===== config.mk =====
export PLATFORM = sky130hd
export DESIGN_NAME = cpm_mapper
export DESIGN_NICKNAME = d
export VERILOG_FILES = /design/src/cpm_pkg.sv /design/src/cpm_fifo.sv /design/src/cpm_slot_map.sv /design/src/cpm_mapper.sv
export SDC_FILE = /design/constraint.sdc
export NUM_CORES = 2
export LEC_CHECK = 0
export ABC_AREA = 0
export BUFFER_PORTS_ARGS = -buffer_cell sky130_fd_sc_hd__buf_2
export CORE_MARGIN = 2
export CORE_UTILIZATION = 40
export CTS_BUF_LIST = sky130_fd_sc_hd__clkbuf_4
export DETAILED_ROUTE_END_ITERATION = 8
export PLACE_DENSITY_LB_ADDON = 0.12
export SETUP_SLACK_MARGIN = 0.5
export SLEW_MARGIN = 10
export SYNTH_ARGS = -nofsm -noshare
export SYNTH_HDL_FRONTEND = slang
export SYNTH_SLANG_ARGS = --single-unit

===== constraint.sdc =====
create_clock -name pclk -period 14.5 [get_ports pclk]
set_input_delay 1.45 -clock pclk [delete_from_list [all_inputs] [get_ports pclk]]
set_output_delay 1.45 -clock pclk [all_outputs]
set_load 0.05 [all_outputs]

===== src/cpm_pkg.sv =====
// Package for the cyclic process-data mapper: register map, format table, defaults.
// Assumes a single 10 MHz APB clock domain.
`default_nettype none
package cpm_pkg;
    // APB register byte offsets
    localparam logic [11:0] CPM_CTRL_OFS = 12'h000;
    localparam logic [11:0] CPM_STAT_OFS = 12'h004;
    localparam logic [11:0] CPM_CMD_OFS = 12'h008;
    localparam logic [11:0] CPM_SPD_OFS = 12'h00c;
    localparam logic [11:0] CPM_DSTAT_OFS = 12'h010;
    localparam logic [11:0] CPM_OFREQ_OFS = 12'h014;
    localparam logic [11:0] CPM_OUTMAP_OFS = 12'h040;
    localparam logic [11:0] CPM_INMAP_OFS = 12'h080;
    localparam logic [11:0] CPM_OUTDAT_OFS = 12'h0c0;
    localparam logic [11:0] CPM_INDAT_OFS = 12'h100;
    localparam logic [11:0] CPM_FIFO_OFS = 12'h140;
    // Control fields
    localparam int CPM_CTRL_FMT_LSB = 0;
    localparam int CPM_CTRL_PROF_LSB = 4;
    localparam int CPM_CTRL_RELAX_BIT = 8;
    localparam logic [2:0] CPM_FMT_RST = 3'h1;
    localparam logic [3:0] CPM_PROF_RST = 4'h0;
    localparam int CPM_SLOTS = 10;
    localparam int CPM_FORMATS = 5;
    localparam int CPM_FIFO_DEPTH = 32;
    // Process-data word count per format (1..5), index 0 unused
    localparam logic [3:0] CPM_FMT_WORDS [0:5] = '{4'h0, 4'h2, 4'h6, 4'h2, 4'h6, 4'ha};
    // Parameter channel present per format
    localparam logic [5:0] CPM_FMT_PCH = 6'b100110;
    typedef enum logic [1:0] {CPM_IDLE, CPM_OUT, CPM_IN} cpm_state_t;
endpackage : cpm_pkg
`default_nettype wire


===== src/cpm_fifo.sv =====
// Synchronous FIFO for received output words (slot index in top bits).
// Assumes one clock; valid/ready handshakes on both sides.
`default_nettype none
module cpm_fifo #(
    parameter int WIDTH = 20,
    parameter int DEPTH = 32
) (
    input wire logic pclk,
    input wire logic presetn,
    input wire logic in_valid,
    output logic in_ready,
    input wire logic [WIDTH-1:0] in_data,
    output logic out_valid,
    input wire logic out_ready,
    output logic [WIDTH-1:0] out_data
);
    localparam int AW = $clog2(DEPTH);
    logic [WIDTH-1:0] mem [0:DEPTH-1];
    logic [AW-1:0] wr_q;
    logic [AW-1:0] rd_q;
    logic [AW:0] cnt_q;
    logic push;
    logic pop;

    // Honest full and empty from the occupancy count
    assign in_ready = (cnt_q != AW'(0) + (AW+1)'(DEPTH));
    assign out_valid = (cnt_q != '0);
    assign push = in_valid && in_ready;
    assign pop = out_valid && out_ready;
    assign out_data = mem[rd_q];

    // Storage array, no reset needed
    always_ff @(posedge pclk) begin
        if (push) begin
            mem[wr_q] <= in_data;
        end
    end

    // Pointers and count
    always_ff @(posedge pclk or negedge presetn) begin
        if (!presetn) begin
            wr_q <= '0;
            rd_q <= '0;
            cnt_q <= '0;
        end else begin
            if (push) begin
                wr_q <= (wr_q == AW'(DEPTH - 1)) ? '0 : wr_q + AW'(1);
            end
            if (pop) begin
                rd_q <= (rd_q == AW'(DEPTH - 1)) ? '0 : rd_q + AW'(1);
            end
            cnt_q <= cnt_q + (AW+1)'(push) - (AW+1)'(pop);
        end
    end

    fifo_bound_a: assert property (@(posedge pclk) disable iff (!presetn)
        cnt_q <= (AW+1)'(DEPTH)) else $error("fifo count above depth");
endmodule : cpm_fifo
`default_nettype wire


===== src/cpm_slot_map.sv =====
// Slot address resolver: picks mapped register or default/ignore per slot.
// Assumes map settings are held stable in the caller's registers.
`default_nettype none
module cpm_slot_map (
    input wire logic [3:0] slot,
    input wire logic [15:0] map_sel,
    input wire logic is_output,
    input wire logic [15:0] dflt_addr0,
    input wire logic [15:0] dflt_addr1,
    output logic use_default,
    output logic use_zero,
    output logic [15:0] target
);
    // Slots 0,1 fall back to the default words; later slots ignore or return zero
    always_comb begin
        use_default = (map_sel == 16'h0000) && (slot < 4'h2);
        use_zero = (map_sel == 16'h0000) && (slot >= 4'h2);
        if (map_sel != 16'h0000) begin
            target = map_sel;
        end else if (slot == 4'h0) begin
            target = dflt_addr0;
        end else begin
            target = dflt_addr1;
        end
        if (is_output && use_zero) begin
            target = 16'h0000;
        end
    end
endmodule : cpm_slot_map
`default_nettype wire


===== src/cpm_mapper.sv =====
// Cyclic process-data mapper top: APB registers, per-slot mapping, drive bus port.
// Assumes a synchronous fieldbus exchange strobe and a one-cycle drive register bus.
//
// Our own choices: the APB register port and the register addresses.
`default_nettype none
// What this block does
// - Five selectable exchange formats fix word count and parameter channel presence.
// - Every format carries command word and speed reference word outputs.
// - Every format returns status word and output frequency word inputs.
// - Twenty map settings, ten output slots and ten input slots, give addresses.
// - Zero map on slot one or two selects the default word.
// - Relax setting lifts the run-editable restriction on output mapping.
// - Zero-mapped slots three to ten: output ignored, input returns zero.
// - Command and status appear in slot one only when both maps zero.
module cpm_mapper
    import cpm_pkg::*;
#(
    parameter int SLOTS = CPM_SLOTS,
    parameter int FIFO_DEPTH = CPM_FIFO_DEPTH
) (
    input wire logic pclk,
    input wire logic presetn,
    input wire logic psel,
    input wire logic penable,
    input wire logic pwrite,
    input wire logic [11:0] paddr,
    input wire logic [31:0] pwdata,
    output logic [31:0] prdata,
    output logic pready,
    output logic pslverr,
    input wire logic xchg_strobe,
    input wire logic run_active,
    output logic xchg_busy,
    output logic drv_wr,
    output logic drv_rd,
    output logic [15:0] drv_addr,
    output logic [15:0] drv_wdata,
    input wire logic [15:0] drv_rdata,
    input wire logic [15:0] drv_editable,
    output logic map_reject
);
    localparam logic [15:0] CMD_ADDR = 16'hfff0;
    localparam logic [15:0] SPD_ADDR = 16'hfff1;
    localparam logic [15:0] DST_ADDR = 16'hfff2;
    localparam logic [15:0] OFR_ADDR = 16'hfff3;

    logic [2:0] fmt_q;
    logic [3:0] prof_q;
    logic relax_q;
    logic [15:0] out_map_q [0:SLOTS-1];
    logic [15:0] in_map_q [0:SLOTS-1];
    logic [15:0] out_dat_q [0:SLOTS-1];
    logic [15:0] in_dat_q [0:SLOTS-1];
    logic [15:0] cmd_q;
    logic [15:0] spd_q;
    logic [15:0] dstat_q;
    logic [15:0] ofreq_q;
    logic [7:0] reject_cnt_q;
    cpm_state_t st_q;
    logic [3:0] slot_q;
    logic wr_en;
    logic rd_en;
    logic fmt_ok;
    logic [3:0] nwords;
    logic o_dflt, o_zero, i_dflt, i_zero;
    logic [15:0] o_tgt, i_tgt;
    logic fifo_in_valid, fifo_in_ready, fifo_out_valid, fifo_out_ready;
    logic [19:0] fifo_out_data;
    logic edit_ok;

    assign wr_en = psel && penable && pwrite;
    assign rd_en = psel && !penable && !pwrite;
    assign pready = 1'b1;
    assign pslverr = 1'b0;
    assign fmt_ok = (fmt_q >= 3'h1) && (fmt_q <= 3'(CPM_FORMATS));
    assign nwords = (fmt_ok && prof_q == 4'h0) ? CPM_FMT_WORDS[fmt_q] : 4'h0;
    assign xchg_busy = (st_q != CPM_IDLE);

    // Control register
    always_ff @(posedge pclk or negedge presetn) begin
        if (!presetn) begin
            fmt_q <= CPM_FMT_RST;
            prof_q <= CPM_PROF_RST;
            relax_q <= 1'b0;
        end else if (wr_en && paddr == CPM_CTRL_OFS) begin
            fmt_q <= pwdata[CPM_CTRL_FMT_LSB +: 3];
            prof_q <= pwdata[CPM_CTRL_PROF_LSB +: 4];
            relax_q <= pwdata[CPM_CTRL_RELAX_BIT];
        end
    end

    // twenty map settings and received output words
    genvar g;
    generate
        for (g = 0; g < SLOTS; g++) begin : g_slot
            always_ff @(posedge pclk or negedge presetn) begin
                if (!presetn) begin
                    out_map_q[g] <= 16'h0000;
                    in_map_q[g] <= 16'h0000;
                    out_dat_q[g] <= 16'h0000;
                end else begin
                    if (wr_en && paddr == CPM_OUTMAP_OFS + 12'(4 * g)) begin
                        out_map_q[g] <= pwdata[15:0];
                    end
                    if (wr_en && paddr == CPM_INMAP_OFS + 12'(4 * g)) begin
                        in_map_q[g] <= pwdata[15:0];
                    end
                    if (wr_en && paddr == CPM_OUTDAT_OFS + 12'(4 * g)) begin
                        out_dat_q[g] <= pwdata[15:0];
                    end
                end
            end
        end
    endgenerate

    // Read mux; registered so prdata comes from flip-flops
    always_ff @(posedge pclk or negedge presetn) begin
        if (!presetn) begin
            prdata <= 32'h0000_0000;
        end else if (rd_en) begin
            prdata <= 32'h0000_0000;
            if (paddr == CPM_CTRL_OFS) begin
                prdata <= {23'h0, relax_q, prof_q, 1'b0, fmt_q};
            end else if (paddr == CPM_STAT_OFS) begin
                prdata <= {16'h0, reject_cnt_q, 3'h0, CPM_FMT_PCH[fmt_q],
                    nwords};
            end else if (paddr == CPM_CMD_OFS) begin
                prdata <= {16'h0, cmd_q};
            end else if (paddr == CPM_SPD_OFS) begin
                prdata <= {16'h0, spd_q};
            end else if (paddr == CPM_DSTAT_OFS) begin
                prdata <= {16'h0, dstat_q};
            end else if (paddr == CPM_OFREQ_OFS) begin
                prdata <= {16'h0, ofreq_q};
            end else if (paddr == CPM_FIFO_OFS) begin
                prdata <= {31'h0, fifo_out_valid};
            end else begin
                for (int i = 0; i < SLOTS; i++) begin
                    if (paddr == CPM_OUTMAP_OFS + 12'(4 * i)) begin
                        prdata <= {16'h0, out_map_q[i]};
                    end
                    if (paddr == CPM_INMAP_OFS + 12'(4 * i)) begin
                        prdata <= {16'h0, in_map_q[i]};
                    end
                    if (paddr == CPM_OUTDAT_OFS + 12'(4 * i)) begin
                        prdata <= {16'h0, out_dat_q[i]};
                    end
                    if (paddr == CPM_INDAT_OFS + 12'(4 * i)) begin
                        prdata <= {16'h0, in_dat_q[i]};
                    end
                end
            end
        end
    end

    // Slot resolvers for the current output and input slot
    cpm_slot_map u_omap (
        .slot(slot_q),
        .map_sel(out_map_q[slot_q]),
        .is_output(1'b1),
        .dflt_addr0(CMD_ADDR),
        .dflt_addr1(SPD_ADDR),
        .use_default(o_dflt),
        .use_zero(o_zero),
        .target(o_tgt)
    );
    cpm_slot_map u_imap (
        .slot(slot_q),
        .map_sel(in_map_q[slot_q]),
        .is_output(1'b0),
        .dflt_addr0(DST_ADDR),
        .dflt_addr1(OFR_ADDR),
        .use_default(i_dflt),
        .use_zero(i_zero),
        .target(i_tgt)
    );

    // slot one defaults need both slot-one maps zero, else ignore or return zero
    logic slot1_dflt_ok;
    logic o_skip;
    logic i_blank;
    logic [3:0] rd_slot_q;
    assign slot1_dflt_ok = (out_map_q[0] == 16'h0000) && (in_map_q[0] == 16'h0000);
    assign o_skip = o_zero || (o_dflt && slot_q == 4'h0 && !slot1_dflt_ok);
    assign i_blank = i_zero || (i_dflt && slot_q == 4'h0 && !slot1_dflt_ok);

    // Exchange sequencer: output pass then input pass, one slot a cycle
    always_ff @(posedge pclk or negedge presetn) begin
        if (!presetn) begin
            st_q <= CPM_IDLE;
            slot_q <= 4'h0;
        end else begin
            unique case (st_q)
                CPM_IDLE: begin
                    if (xchg_strobe && nwords != 4'h0) begin
                        st_q <= CPM_OUT;
                        slot_q <= 4'h0;
                    end
                end
                CPM_OUT: begin
                    // Back-pressure from the FIFO holds the slot
                    if (fifo_in_ready) begin
                        if (slot_q == nwords - 4'h1) begin
                            st_q <= CPM_IN;
                            slot_q <= 4'h0;
                        end else begin
                            slot_q <= slot_q + 4'h1;
                        end
                    end
                end
                CPM_IN: begin
                    if (slot_q == nwords - 4'h1) begin
                        st_q <= CPM_IDLE;
                        slot_q <= 4'h0;
                    end else begin
                        slot_q <= slot_q + 4'h1;
                    end
                end
                default: st_q <= CPM_IDLE;
            endcase
        end
    end

    assign fifo_in_valid = (st_q == CPM_OUT) && !o_skip;
    // Output words queued with their slot index; drained to drive bus one per cycle
    cpm_fifo #(
        .WIDTH(20),
        .DEPTH(FIFO_DEPTH)
    ) u_fifo (
        .pclk(pclk),
        .presetn(presetn),
        .in_valid(fifo_in_valid),
        .in_ready(fifo_in_ready),
        .in_data({slot_q, out_dat_q[slot_q]}),
        .out_valid(fifo_out_valid),
        .out_ready(fifo_out_ready),
        .out_data(fifo_out_data)
    );

    // edit restriction lifted by relax bit or when stopped
    logic [15:0] drain_tgt;
    assign drain_tgt = (out_map_q[fifo_out_data[19:16]] != 16'h0000)
        ? out_map_q[fifo_out_data[19:16]]
        : ((fifo_out_data[19:16] == 4'h0) ? CMD_ADDR : SPD_ADDR);
    assign edit_ok = relax_q || !run_active || drv_editable[0]
        || (drain_tgt == CMD_ADDR) || (drain_tgt == SPD_ADDR);
    // Drain only while the input pass is not using the drive bus
    assign fifo_out_ready = (st_q != CPM_IN);

    // write output words, read input words over the drive port
    always_ff @(posedge pclk or negedge presetn) begin
        if (!presetn) begin
            drv_wr <= 1'b0;
            drv_rd <= 1'b0;
            drv_addr <= 16'h0000;
            drv_wdata <= 16'h0000;
            rd_slot_q <= 4'h0;
        end else begin
            drv_wr <= fifo_out_valid && fifo_out_ready && edit_ok;
            drv_rd <= (st_q == CPM_IN) && !i_zero && !i_dflt;
            if (st_q == CPM_IN) begin
                drv_addr <= i_tgt;
            end else begin
                drv_addr <= drain_tgt;
            end
            drv_wdata <= fifo_out_data[15:0];
            // Remember which slot the pending read belongs to
            rd_slot_q <= slot_q;
        end
    end

    // default command and speed words latch from output slots
    always_ff @(posedge pclk or negedge presetn) begin
        if (!presetn) begin
            cmd_q <= 16'h0000;
            spd_q <= 16'h0000;
            reject_cnt_q <= 8'h00;
        end else if (fifo_out_valid && fifo_out_ready) begin
            if (!edit_ok) begin
                reject_cnt_q <= reject_cnt_q + 8'h01;
            end else if (drain_tgt == CMD_ADDR) begin
                cmd_q <= fifo_out_data[15:0];
            end else if (drain_tgt == SPD_ADDR) begin
                spd_q <= fifo_out_data[15:0];
            end
        end
    end
    assign map_reject = fifo_out_valid && fifo_out_ready && !edit_ok;

    // Drive status and output frequency words set by software
    always_ff @(posedge pclk or negedge presetn) begin
        if (!presetn) begin
            dstat_q <= 16'h0000;
            ofreq_q <= 16'h0000;
        end else begin
            if (wr_en && paddr == CPM_DSTAT_OFS) begin
                dstat_q <= pwdata[15:0];
            end
            if (wr_en && paddr == CPM_OFREQ_OFS) begin
                ofreq_q <= pwdata[15:0];
            end
        end
    end

    // input slot refresh: default, zero or drive data
    always_ff @(posedge pclk or negedge presetn) begin
        if (!presetn) begin
            for (int i = 0; i < SLOTS; i++) begin
                in_dat_q[i] <= 16'h0000;
            end
        end else begin
            // Drive data is only valid while the registered read pulse stands
            if (drv_rd) begin
                in_dat_q[rd_slot_q] <= drv_rdata;
            end
            if (st_q == CPM_IN) begin
                if (i_blank) begin
                    in_dat_q[slot_q] <= 16'h0000;
                end else if (i_dflt) begin
                    in_dat_q[slot_q] <= (slot_q == 4'h0) ? dstat_q : ofreq_q;
                end
            end
        end
    end

    zero_slot_a: assert property (@(posedge pclk) disable iff (!presetn)
        (st_q == CPM_IN && i_zero) |=> in_dat_q[$past(slot_q)] == 16'h0000)
        else $error("zero-mapped input slot not zero");
    status_slot_a: assert property (@(posedge pclk) disable iff (!presetn)
        (st_q == CPM_IN && slot_q == 4'h0 && in_map_q[0] == 16'h0000
        && out_map_q[0] == 16'h0000)
        |=> in_dat_q[0] == $past(dstat_q)) else $error("status word missing");
    freq_slot_a: assert property (@(posedge pclk) disable iff (!presetn)
        (st_q == CPM_IN && slot_q == 4'h1 && in_map_q[1] == 16'h0000)
        |=> in_dat_q[1] == $past(ofreq_q)) else $error("frequency word missing");
    word_count_a: assert property (@(posedge pclk) disable iff (!presetn)
        xchg_busy |-> slot_q < nwords) else $error("slot beyond format");
    profile_gate_a: assert property (@(posedge pclk) disable iff (!presetn)
        (st_q == CPM_IDLE && prof_q != 4'h0) |=> st_q == CPM_IDLE)
        else $error("exchange with profile nonzero");
    relax_open_a: assert property (@(posedge pclk) disable iff (!presetn)
        relax_q |-> !map_reject) else $error("reject while relaxed");
    // input read issued for mapped slot
    mapped_read_a: assert property (@(posedge pclk) disable iff (!presetn)
        (st_q == CPM_IN && in_map_q[slot_q] != 16'h0000)
        |=> drv_rd && drv_addr == $past(in_map_q[slot_q])) else $error("no read");
    cmd_default_a: assert property (@(posedge pclk) disable iff (!presetn)
        (fifo_out_valid && fifo_out_ready && edit_ok && drain_tgt == CMD_ADDR)
        |=> cmd_q == $past(fifo_out_data[15:0])) else $error("command lost");
    cov_exchange_c: cover property (@(posedge pclk) st_q == CPM_IN && slot_q == 4'h9);
    cov_full_c: cover property (@(posedge pclk) st_q == CPM_OUT && !fifo_in_ready);
    cov_reject_c: cover property (@(posedge pclk) map_reject);
endmodule : cpm_mapper
`default_nettype wire


-- Word-level counts from Yosys, hierarchy flattened
Memories as Yosys holds them, arrays and structs flattened.
Cells that the tools add are included.
- shifts and indexed selects: 0
- multiply operators: 0
- divide/modulo/power cells: 0
- $add $sub $neg: 7
- mux-type cells: 92
- $lt $le $gt $ge: 11
- reductions and logical operators: 92
- bitwise operators: 8
- equal/unequal tests: 59
- operators with widths (operator ; count):
    $mux W32 ; 46
    $mux W160 ; 4
    $bwmux W160 ; 2
    $bmux W16 S4 ; 4
    $eq A12 B8 Y1 const B ; 20
    $mux W16 ; 15
    $and A160 B160 Y160 ; 1
    $not A160 Y160 ; 1
    $eq A12 B9 Y1 const B ; 11
    $demux W16 S4 ; 2
    $eq A12 B7 Y1 const B ; 10
    $logic_not A16 Y1 ; 4
    $logic_and A1 B1 Y1 ; 58
    $eq A16 B16 Y1 const B ; 2
    $reduce_bool A16 Y1 ; 2
    $eq A12 B4 Y1 const B ; 2
    $eq A12 B5 Y1 const B ; 2
    $mux W4 ; 6
    $ge A5 B5 Y1 const B ; 3
    $not A4 Y5 ; 3
    $eq A12 B3 Y1 const B ; 1
    $logic_not A12 Y1 ; 1
    $logic_not A4 Y1 ; 3
    $pmux W4 S3 ; 1
    36 further kinds ; 65
- word-level logic and storage cells: 331
- latch bits: 0
- memory bits (writable): 640
- output and inout port bits: 70
- input bits: 83
- bits in read-only memories: 40
- memories: 3
- register bits: 812
- memories (memory ; words ; bits a word ; read ports ; clocked after memory_dff ; wr ports ; RTL line ; source):
    u_fifo.mem ; 32 ; 20 ; 1 ; 0 ; 1 ; cpm_fifo.sv:18 ; logic [WIDTH-1:0] mem [0:DEPTH-1];
    (name not given) ; 8 ; 4 ; 1 ; 0 ; 0 ; cpm_mapper.sv:76 ; assign nwords = (fmt_ok && prof_q == 4'h0) ? CPM_FMT_WORDS[fmt_q] : 4'h0;
    (name not given) ; 8 ; 1 ; 1 ; 0 ; 0 ; cpm_mapper.sv:125 ; prdata <= {16'h0, reject_cnt_q, 3'h0, CPM_FMT_PCH[fmt_q],

-- Depth between registers and ports, before layout
- word-level depth: 48
- gate-level depth with buffers: 20
- depth with buffers taken out: 15

-- Modules after synthesis
From an unflattened synthesis, not the netlist that was laid out.
- cell total of the unflattened synthesis: 5909
- area total of the unflattened synthesis: 72425.7 um2
- by module, submodules not included (module ; instances ; sequential area each (um2) ; cells each ; area an instance (um2)):
    cpm_mapper ; 1 ; 19520.0 ; 4336 ; 45797.7
    cpm_fifo ; 1 ; 19618.8 ; 1411 ; 25762.2
    cpm_slot_map ; 2 ; 0.0 ; 81 ; 432.9

-- Worst setup path after synthesis
OpenSTA, ideal clock, no wires.
- path type: reg-to-output
- start point: register u_fifo.rd_q[0]
- end point: output port map_reject
- buffers on the path: 2
- data required time: 13.050 ns
- path slack: 9.269 ns
- stages on the path, launching flop included: 13
- arrival time: 3.781 ns
- cell sequence: dfrtp_1 -> buf_6 -> mux4_2 -> mux4_2 -> mux2i_2 -> inv_2 -> buf_2 -> or4_1 -> o211ai_1 -> nor3_1 -> nand4b_1 -> o21ai_1 -> nor2_1
- cells in the longest elaborated chain, start to end: 12
- elaborated cells between the ends (all ways): 15
- those cells by class: eq/ne: 2; mux: 5; bitwise: 1; reduce/logical: 6; memory: 1
- ends and longest elaborated chain (what ; RTL line ; source):
    start: declaration ; cpm_fifo.sv:20 ; logic [AW-1:0] rd_q;
    start signal: assignment ; cpm_fifo.sv:50 ; rd_q <= (rd_q == AW'(DEPTH - 1)) ? '0 : rd_q + AW'(1);
    $mem_v2 Z32 W20 (*) ; n/a ;
    $not A4 Y5 (not written as such) ; cpm_mapper.sv:242, cpm_mapper.sv:243 ;
    $bmux W16 S4 ; cpm_mapper.sv:242, cpm_mapper.sv:243 ;
    $mux W16 (not written as such) (2 in a row) ; cpm_mapper.sv:242, cpm_mapper.sv:243 ;
    $reduce_bool A16 Y1 ; cpm_mapper.sv:242 ; assign drain_tgt = (out_map_q[fifo_out_data[19:16]] != 16'h0000)
    $mux W16 (*) ; cpm_mapper.sv:243 ; ? out_map_q[fifo_out_data[19:16]]
    $eq A16 B16 Y1 ; cpm_mapper.sv:246 ; || (drain_tgt == CMD_ADDR) || (drain_tgt == SPD_ADDR);
    $logic_or A1 B1 Y1 ; cpm_mapper.sv:246 ;
    $logic_or A1 B1 Y1 (*) ; cpm_mapper.sv:246 ;
    $logic_not A1 Y1 (*) ; cpm_mapper.sv:288 ; assign map_reject = fifo_out_valid && fifo_out_ready && !edit_ok;
    $logic_and A1 B1 Y1 (*) ; cpm_mapper.sv:288 ;
    end: declaration ; cpm_mapper.sv:40 ; output logic map_reject
Mark *: on every way between the ends. The rest lies on a longest branch, timed or not. The select of a mux whose other input is x is not followed.

-- Worst setup path in the final report
- start point: register u_fifo.rd_q[1]
- end point: output port map_reject
Same word-level chain as after synthesis.

==> flow_metrics.env <==
export IMPL_outcome="complete, but fails checks"
export IMPL_violations="design-rule violations"
export IMPL_synthDistinctLibCells=98
export IMPL_cts_tree="yes"
export IMPL_maxClockFrequency_mhz=108.5
export IMPL_cellPowerDensity_mw_per_mm2=160.4
export IMPL_arrival_ns=7.76
export IMPL_synth_top_cell_area_share_pct=29.58
export IMPL_flow_area_growth_from_synthesis_pct=12.85
export IMPL_synth_ff_type="sky130_fd_sc_hd__dfrtp_1"
export IMPL_synth_async_reset_ratio_pct=55.43
export IMPL_cts_made_buffers=409
export IMPL_cts_clk_slew_worst_paths_ns=0.06
export IMPL_drt_pre_antenna_iters=9
export IMPL_start_util_pct=40.27
export IMPL_pre_cts_slack_ns=6.739
export IMPL_worst_path_largest_cell_delay_ns=0.90
export IMPL_net_switching_power_figure_mw=4.512
export IMPL_dpl_hpwl_microns=210600
export IMPL_finalSetupViolations=0
export IMPL_maxCapViolations=0
export IMPL_grt_start_max_net_pins=159
export IMPL_worstPathMaxFanout=103
export IMPL_worst_path_most_repeated_cell="sky130_fd_sc_hd__nor2_1"
export IMPL_number_of_cell_instances_on_the_worst_register_to_register_path=14
export IMPL_hold_class="in2async"
export IMPL_critPathKind="reg2out"
export IMPL_die_width_microns=414.1
export IMPL_die_span_in_y_microns=414.1
export IMPL_met2_wirelength_microns=136100
export IMPL_worstReg2RegStart="u_fifo.rd_q[1]"
export IMPL_synth_area_top_cells="sky130_fd_sc_hd__dfrtp_1, sky130_fd_sc_hd__edfxtp_1, sky130_fd_sc_hd__mux2_2"
export IMPL_r2r_setup_slk_ns=7.62
export IMPL_synth_common_cells="sky130_fd_sc_hd__dfrtp_1, sky130_fd_sc_hd__edfxtp_1, sky130_fd_sc_hd__mux2_2"
export IMPL_first_global_vias=48884
export IMPL_critPathLaunchType="flop"
export IMPL_routed_wl_microns=306900
export IMPL_viasPerCell=6.405
export IMPL_synth_enable_flop_cells=640
export IMPL_p_clk_share_pct=30.1
export IMPL_final_hold_viol_count=0
export IMPL_cp_required_ns=13.05
export IMPL_routability_driven_placement_congestion_ratio=1.041
export IMPL_wire_per_inst_microns=39.18
export IMPL_p_int_mw=7.660
export IMPL_synthesis_area_sq_mm=0.06726
export IMPL_vias=50167
export IMPL_slew_limit_headroom_pct=7.171
export IMPL_report_final_slew_viol_count=0
export IMPL_insertion_delay_ns=1.47
export IMPL_ant_nets=0
export IMPL_met1Wirelength_microns=118100
export IMPL_grt_pass1_wl_microns=418400
export IMPL_category_of_the_worst_setup_path_capture_point="primary output"
export IMPL_floorplan_core_area_sq_mm=0.1670
export IMPL_syn_instance_count=4974
export IMPL_grt_total_usage_pct=35.41
export IMPL_synth_warning_count=0
export IMPL_layout_worst_path_cycle_share_pct=63.54
export IMPL_num_nets_final=5457
export IMPL_post_cts_hold_buffer_count=0
export IMPL_top_layer_used="met5"
export IMPL_grt_antenna_before_repair=23
export IMPL_place_port_buffers=103
export IMPL_yosys_cell_count_top_type="sky130_fd_sc_hd__dfrtp_1"
export IMPL_synth_yosys_seq_area_share_pct=58.19
export IMPL_gr_total_overflow=0
export IMPL_dieArea_sq_mm=0.1715
export IMPL_syn_avg_cell_area_sq_um=13.52
export IMPL_fin_setup_tns_ns=0
export IMPL_ys_ff_latch=1436
export IMPL_clock_tree_root_cell="sky130_fd_sc_hd__clkbuf_4"
export IMPL_met3_length_microns=26390
export IMPL_post_route_drc_count=2
export IMPL_power_share_sequential_pct=39.6
export IMPL_crit_slowest_cell="sky130_fd_sc_hd__dfrtp_4"
export IMPL_clock_tree_htree_level_count=5
export IMPL_power_combinational_fraction_pct=30.3
export IMPL_p_leak_nw=29.95
export IMPL_r2r_end="drv_addr[10]"
export IMPL_layout_drive_gt1_share_pct=33.21
export IMPL_worst_setup_skew_after_layout_ns=0.1436
export IMPL_cts_resized=0
export IMPL_drt_iter0_drc=6299
export IMPL_layout_setup_ws_ns=5.287
export IMPL_top_level_ports=153
export IMPL_post_cts_setup_buffer_count=0
export IMPL_crit_chain="buf_12 > mux4_2 > a22oi_1 > nand2_1 > nor3_4 > buf_4 > nor2_1 > a32o_1 > o32ai_1 > nand4_1 > o31ai_4 > nor2_1 > buf_2"
export IMPL_irDropWorstVdd_v=0.0001579
export IMPL_clockBufferDepth=4
export IMPL_finalCriticalPeriod_ns=9.213
export IMPL_worst_slew_pin_transition_ns=1.387
export IMPL_clk_sinks=1436
export IMPL_setup_repair_after_global_routing_missed_its_margin="no"
export IMPL_power_switching_share_pct=37.07
export IMPL_synthDominantAreaCellType="sky130_fd_sc_hd__dfrtp_1"
export IMPL_rows=150
layer usage:
layer | global-route usage [%] | up-vias
li1 | - | 20161
met1 | 45.01 | 26147
met2 | 53.01 | 3046
met3 | 8.144 | 807
met4 | 26.26 | 6
met5 | 0 | -
cell type report:
| type | instances | area [sq um] |
|---|---|---|
| Fill cell | 15547 | 91130 |
| Antenna cell | 17 | 42.54 |
| Sequential cell | 1436 | 39160 |
| Clock inverter | 78 | 335.3 |
| Multi-Input combinational cell | 3153 | 26860 |
| Inverter | 39 | 146.4 |
| Tap cell | 2204 | 2758 |
| Timing Repair Buffer | 304 | 2082 |
| Clock buffer | 602 | 4519 |
flip-flops by register name, indices dropped and copies added, names as in the netlist, 5 cells and up:
signal / count
u_fifo.mem: 640
in_dat_q: 160
in_map_q: 160
out_dat_q: 160
out_map_q: 160
cmd_q: 16
drv_addr: 16
drv_wdata: 16
dstat_q: 16
ofreq_q: 16
prdata: 16
spd_q: 16
reject_cnt_q: 8
u_fifo.cnt_q: 6
u_fifo.rd_q: 5
u_fifo.wr_q: 5
placed cells by master (no fill, tap or decap), types with 13 or more instances in the layout:
cell type and instances:
sky130_fd_sc_hd__dfrtp_1 787, sky130_fd_sc_hd__edfxtp_1 640, sky130_fd_sc_hd__clkbuf_4 603, sky130_fd_sc_hd__mux2_2 564, sky130_fd_sc_hd__nand2_1 381, sky130_fd_sc_hd__nor2_1 325
sky130_fd_sc_hd__mux2i_1 272, sky130_fd_sc_hd__mux4_2 247, sky130_fd_sc_hd__a21oi_1 197, sky130_fd_sc_hd__buf_4 195, sky130_fd_sc_hd__o21ai_0 183, sky130_fd_sc_hd__buf_2 103
sky130_fd_sc_hd__o22ai_1 91, sky130_fd_sc_hd__a221oi_1 76, sky130_fd_sc_hd__clkinv_1 65, sky130_fd_sc_hd__nor4_1 64, sky130_fd_sc_hd__nand3_1 51, sky130_fd_sc_hd__nor3_1 48
sky130_fd_sc_hd__nor2_2 48, sky130_fd_sc_hd__a22oi_1 46, sky130_fd_sc_hd__inv_1 37, sky130_fd_sc_hd__nand4_1 36, sky130_fd_sc_hd__ha_1 30, sky130_fd_sc_hd__o221ai_1 28
sky130_fd_sc_hd__a221o_1 27, sky130_fd_sc_hd__nand2b_1 24, sky130_fd_sc_hd__a31oi_1 23, sky130_fd_sc_hd__mux2_1 23, sky130_fd_sc_hd__a222oi_1 21, sky130_fd_sc_hd__o211ai_1 20
sky130_fd_sc_hd__conb_1 18, sky130_fd_sc_hd__diode_2 17, sky130_fd_sc_hd__and3_1 17, sky130_fd_sc_hd__o22ai_2 16, sky130_fd_sc_hd__a211oi_1 16, sky130_fd_sc_hd__o22a_1 13
power groups by stage:
| stage | Clock [mW] | Sequential, mW | Combinational [mW] |
|---|---|---|---|
| final | 3.66 | 4.82 | 3.69 |
| after global routing | 3.97 | 4.84 | 3.83 |
| after CTS | 3.74 | 4.82 | 3.68 |
| after detailed placement | 0 | 4.89 | 3.67 |
| after global placement | 0 | 4.89 | 3.66 |
| after floorplan | 0 | 4.85 | 2.30 |
worst max-delay path, delay by kind of cell (launching register included):
kind | cells | cell delay (ns)
AOI/OAI and AO/OA | 4 | 2.14
buffers and inverters | 3 | 1.23
muxes | 1 | 0.43
DFF | 1 | 0.90
and+or+nand+nor | 5 | 1.59
worst max path at each step:
| stage | endpoint | start | slack [ns] |
|---|---|---|---|
| 2_1_floorplan | map_reject | u_fifo.rd_q[0] | 9.27 |
| 3_3_place_gp | map_reject | u_fifo.rd_q[1] | 6.80 |
| 3_5_place_dp | map_reject | u_fifo.rd_q[1] | 6.74 |
| 4_1_cts | map_reject | u_fifo.rd_q[1] | 5.18 |
| 5_1_grt | map_reject | u_fifo.rd_q[1] | 4.99 |
| 6_report | map_reject | u_fifo.rd_q[1] | 5.29 |
kinds of logic after synthesis:
group | Yosys count | share of synthesized area (%)
other cells | 2 | 0.01117
simple gates | 1095 | 7.389
buf+inv | 401 | 2.483
fa+ha+maj | 31 | 0.5878
compound gates | 876 | 8.743
mux | 1117 | 22.39
flops | 1436 | 58.19
xor+xnor | 16 | 0.2083
through the flow:
stage | cells | power [mW] | area (sq um) | hold slack, ns | util, %
floorplan | 4990 | 7.151 | 67320 | 0.4365 | -
global route | 7823 | 12.64 | 75880 | 0.1168 | 45.43
CTS | 7814 | 12.24 | 75850 | 0.06917 | 45.41
detailed placement | 7134 | 8.563 | 70990 | 0.4829 | 42.50
global placement | 7134 | 8.546 | 70990 | 0.4676 | 42.50
finish | 7833 | 12.17 | 75900 | 0.1239 | 45.44
No activity file was read; power rests on OpenSTA's default activity.
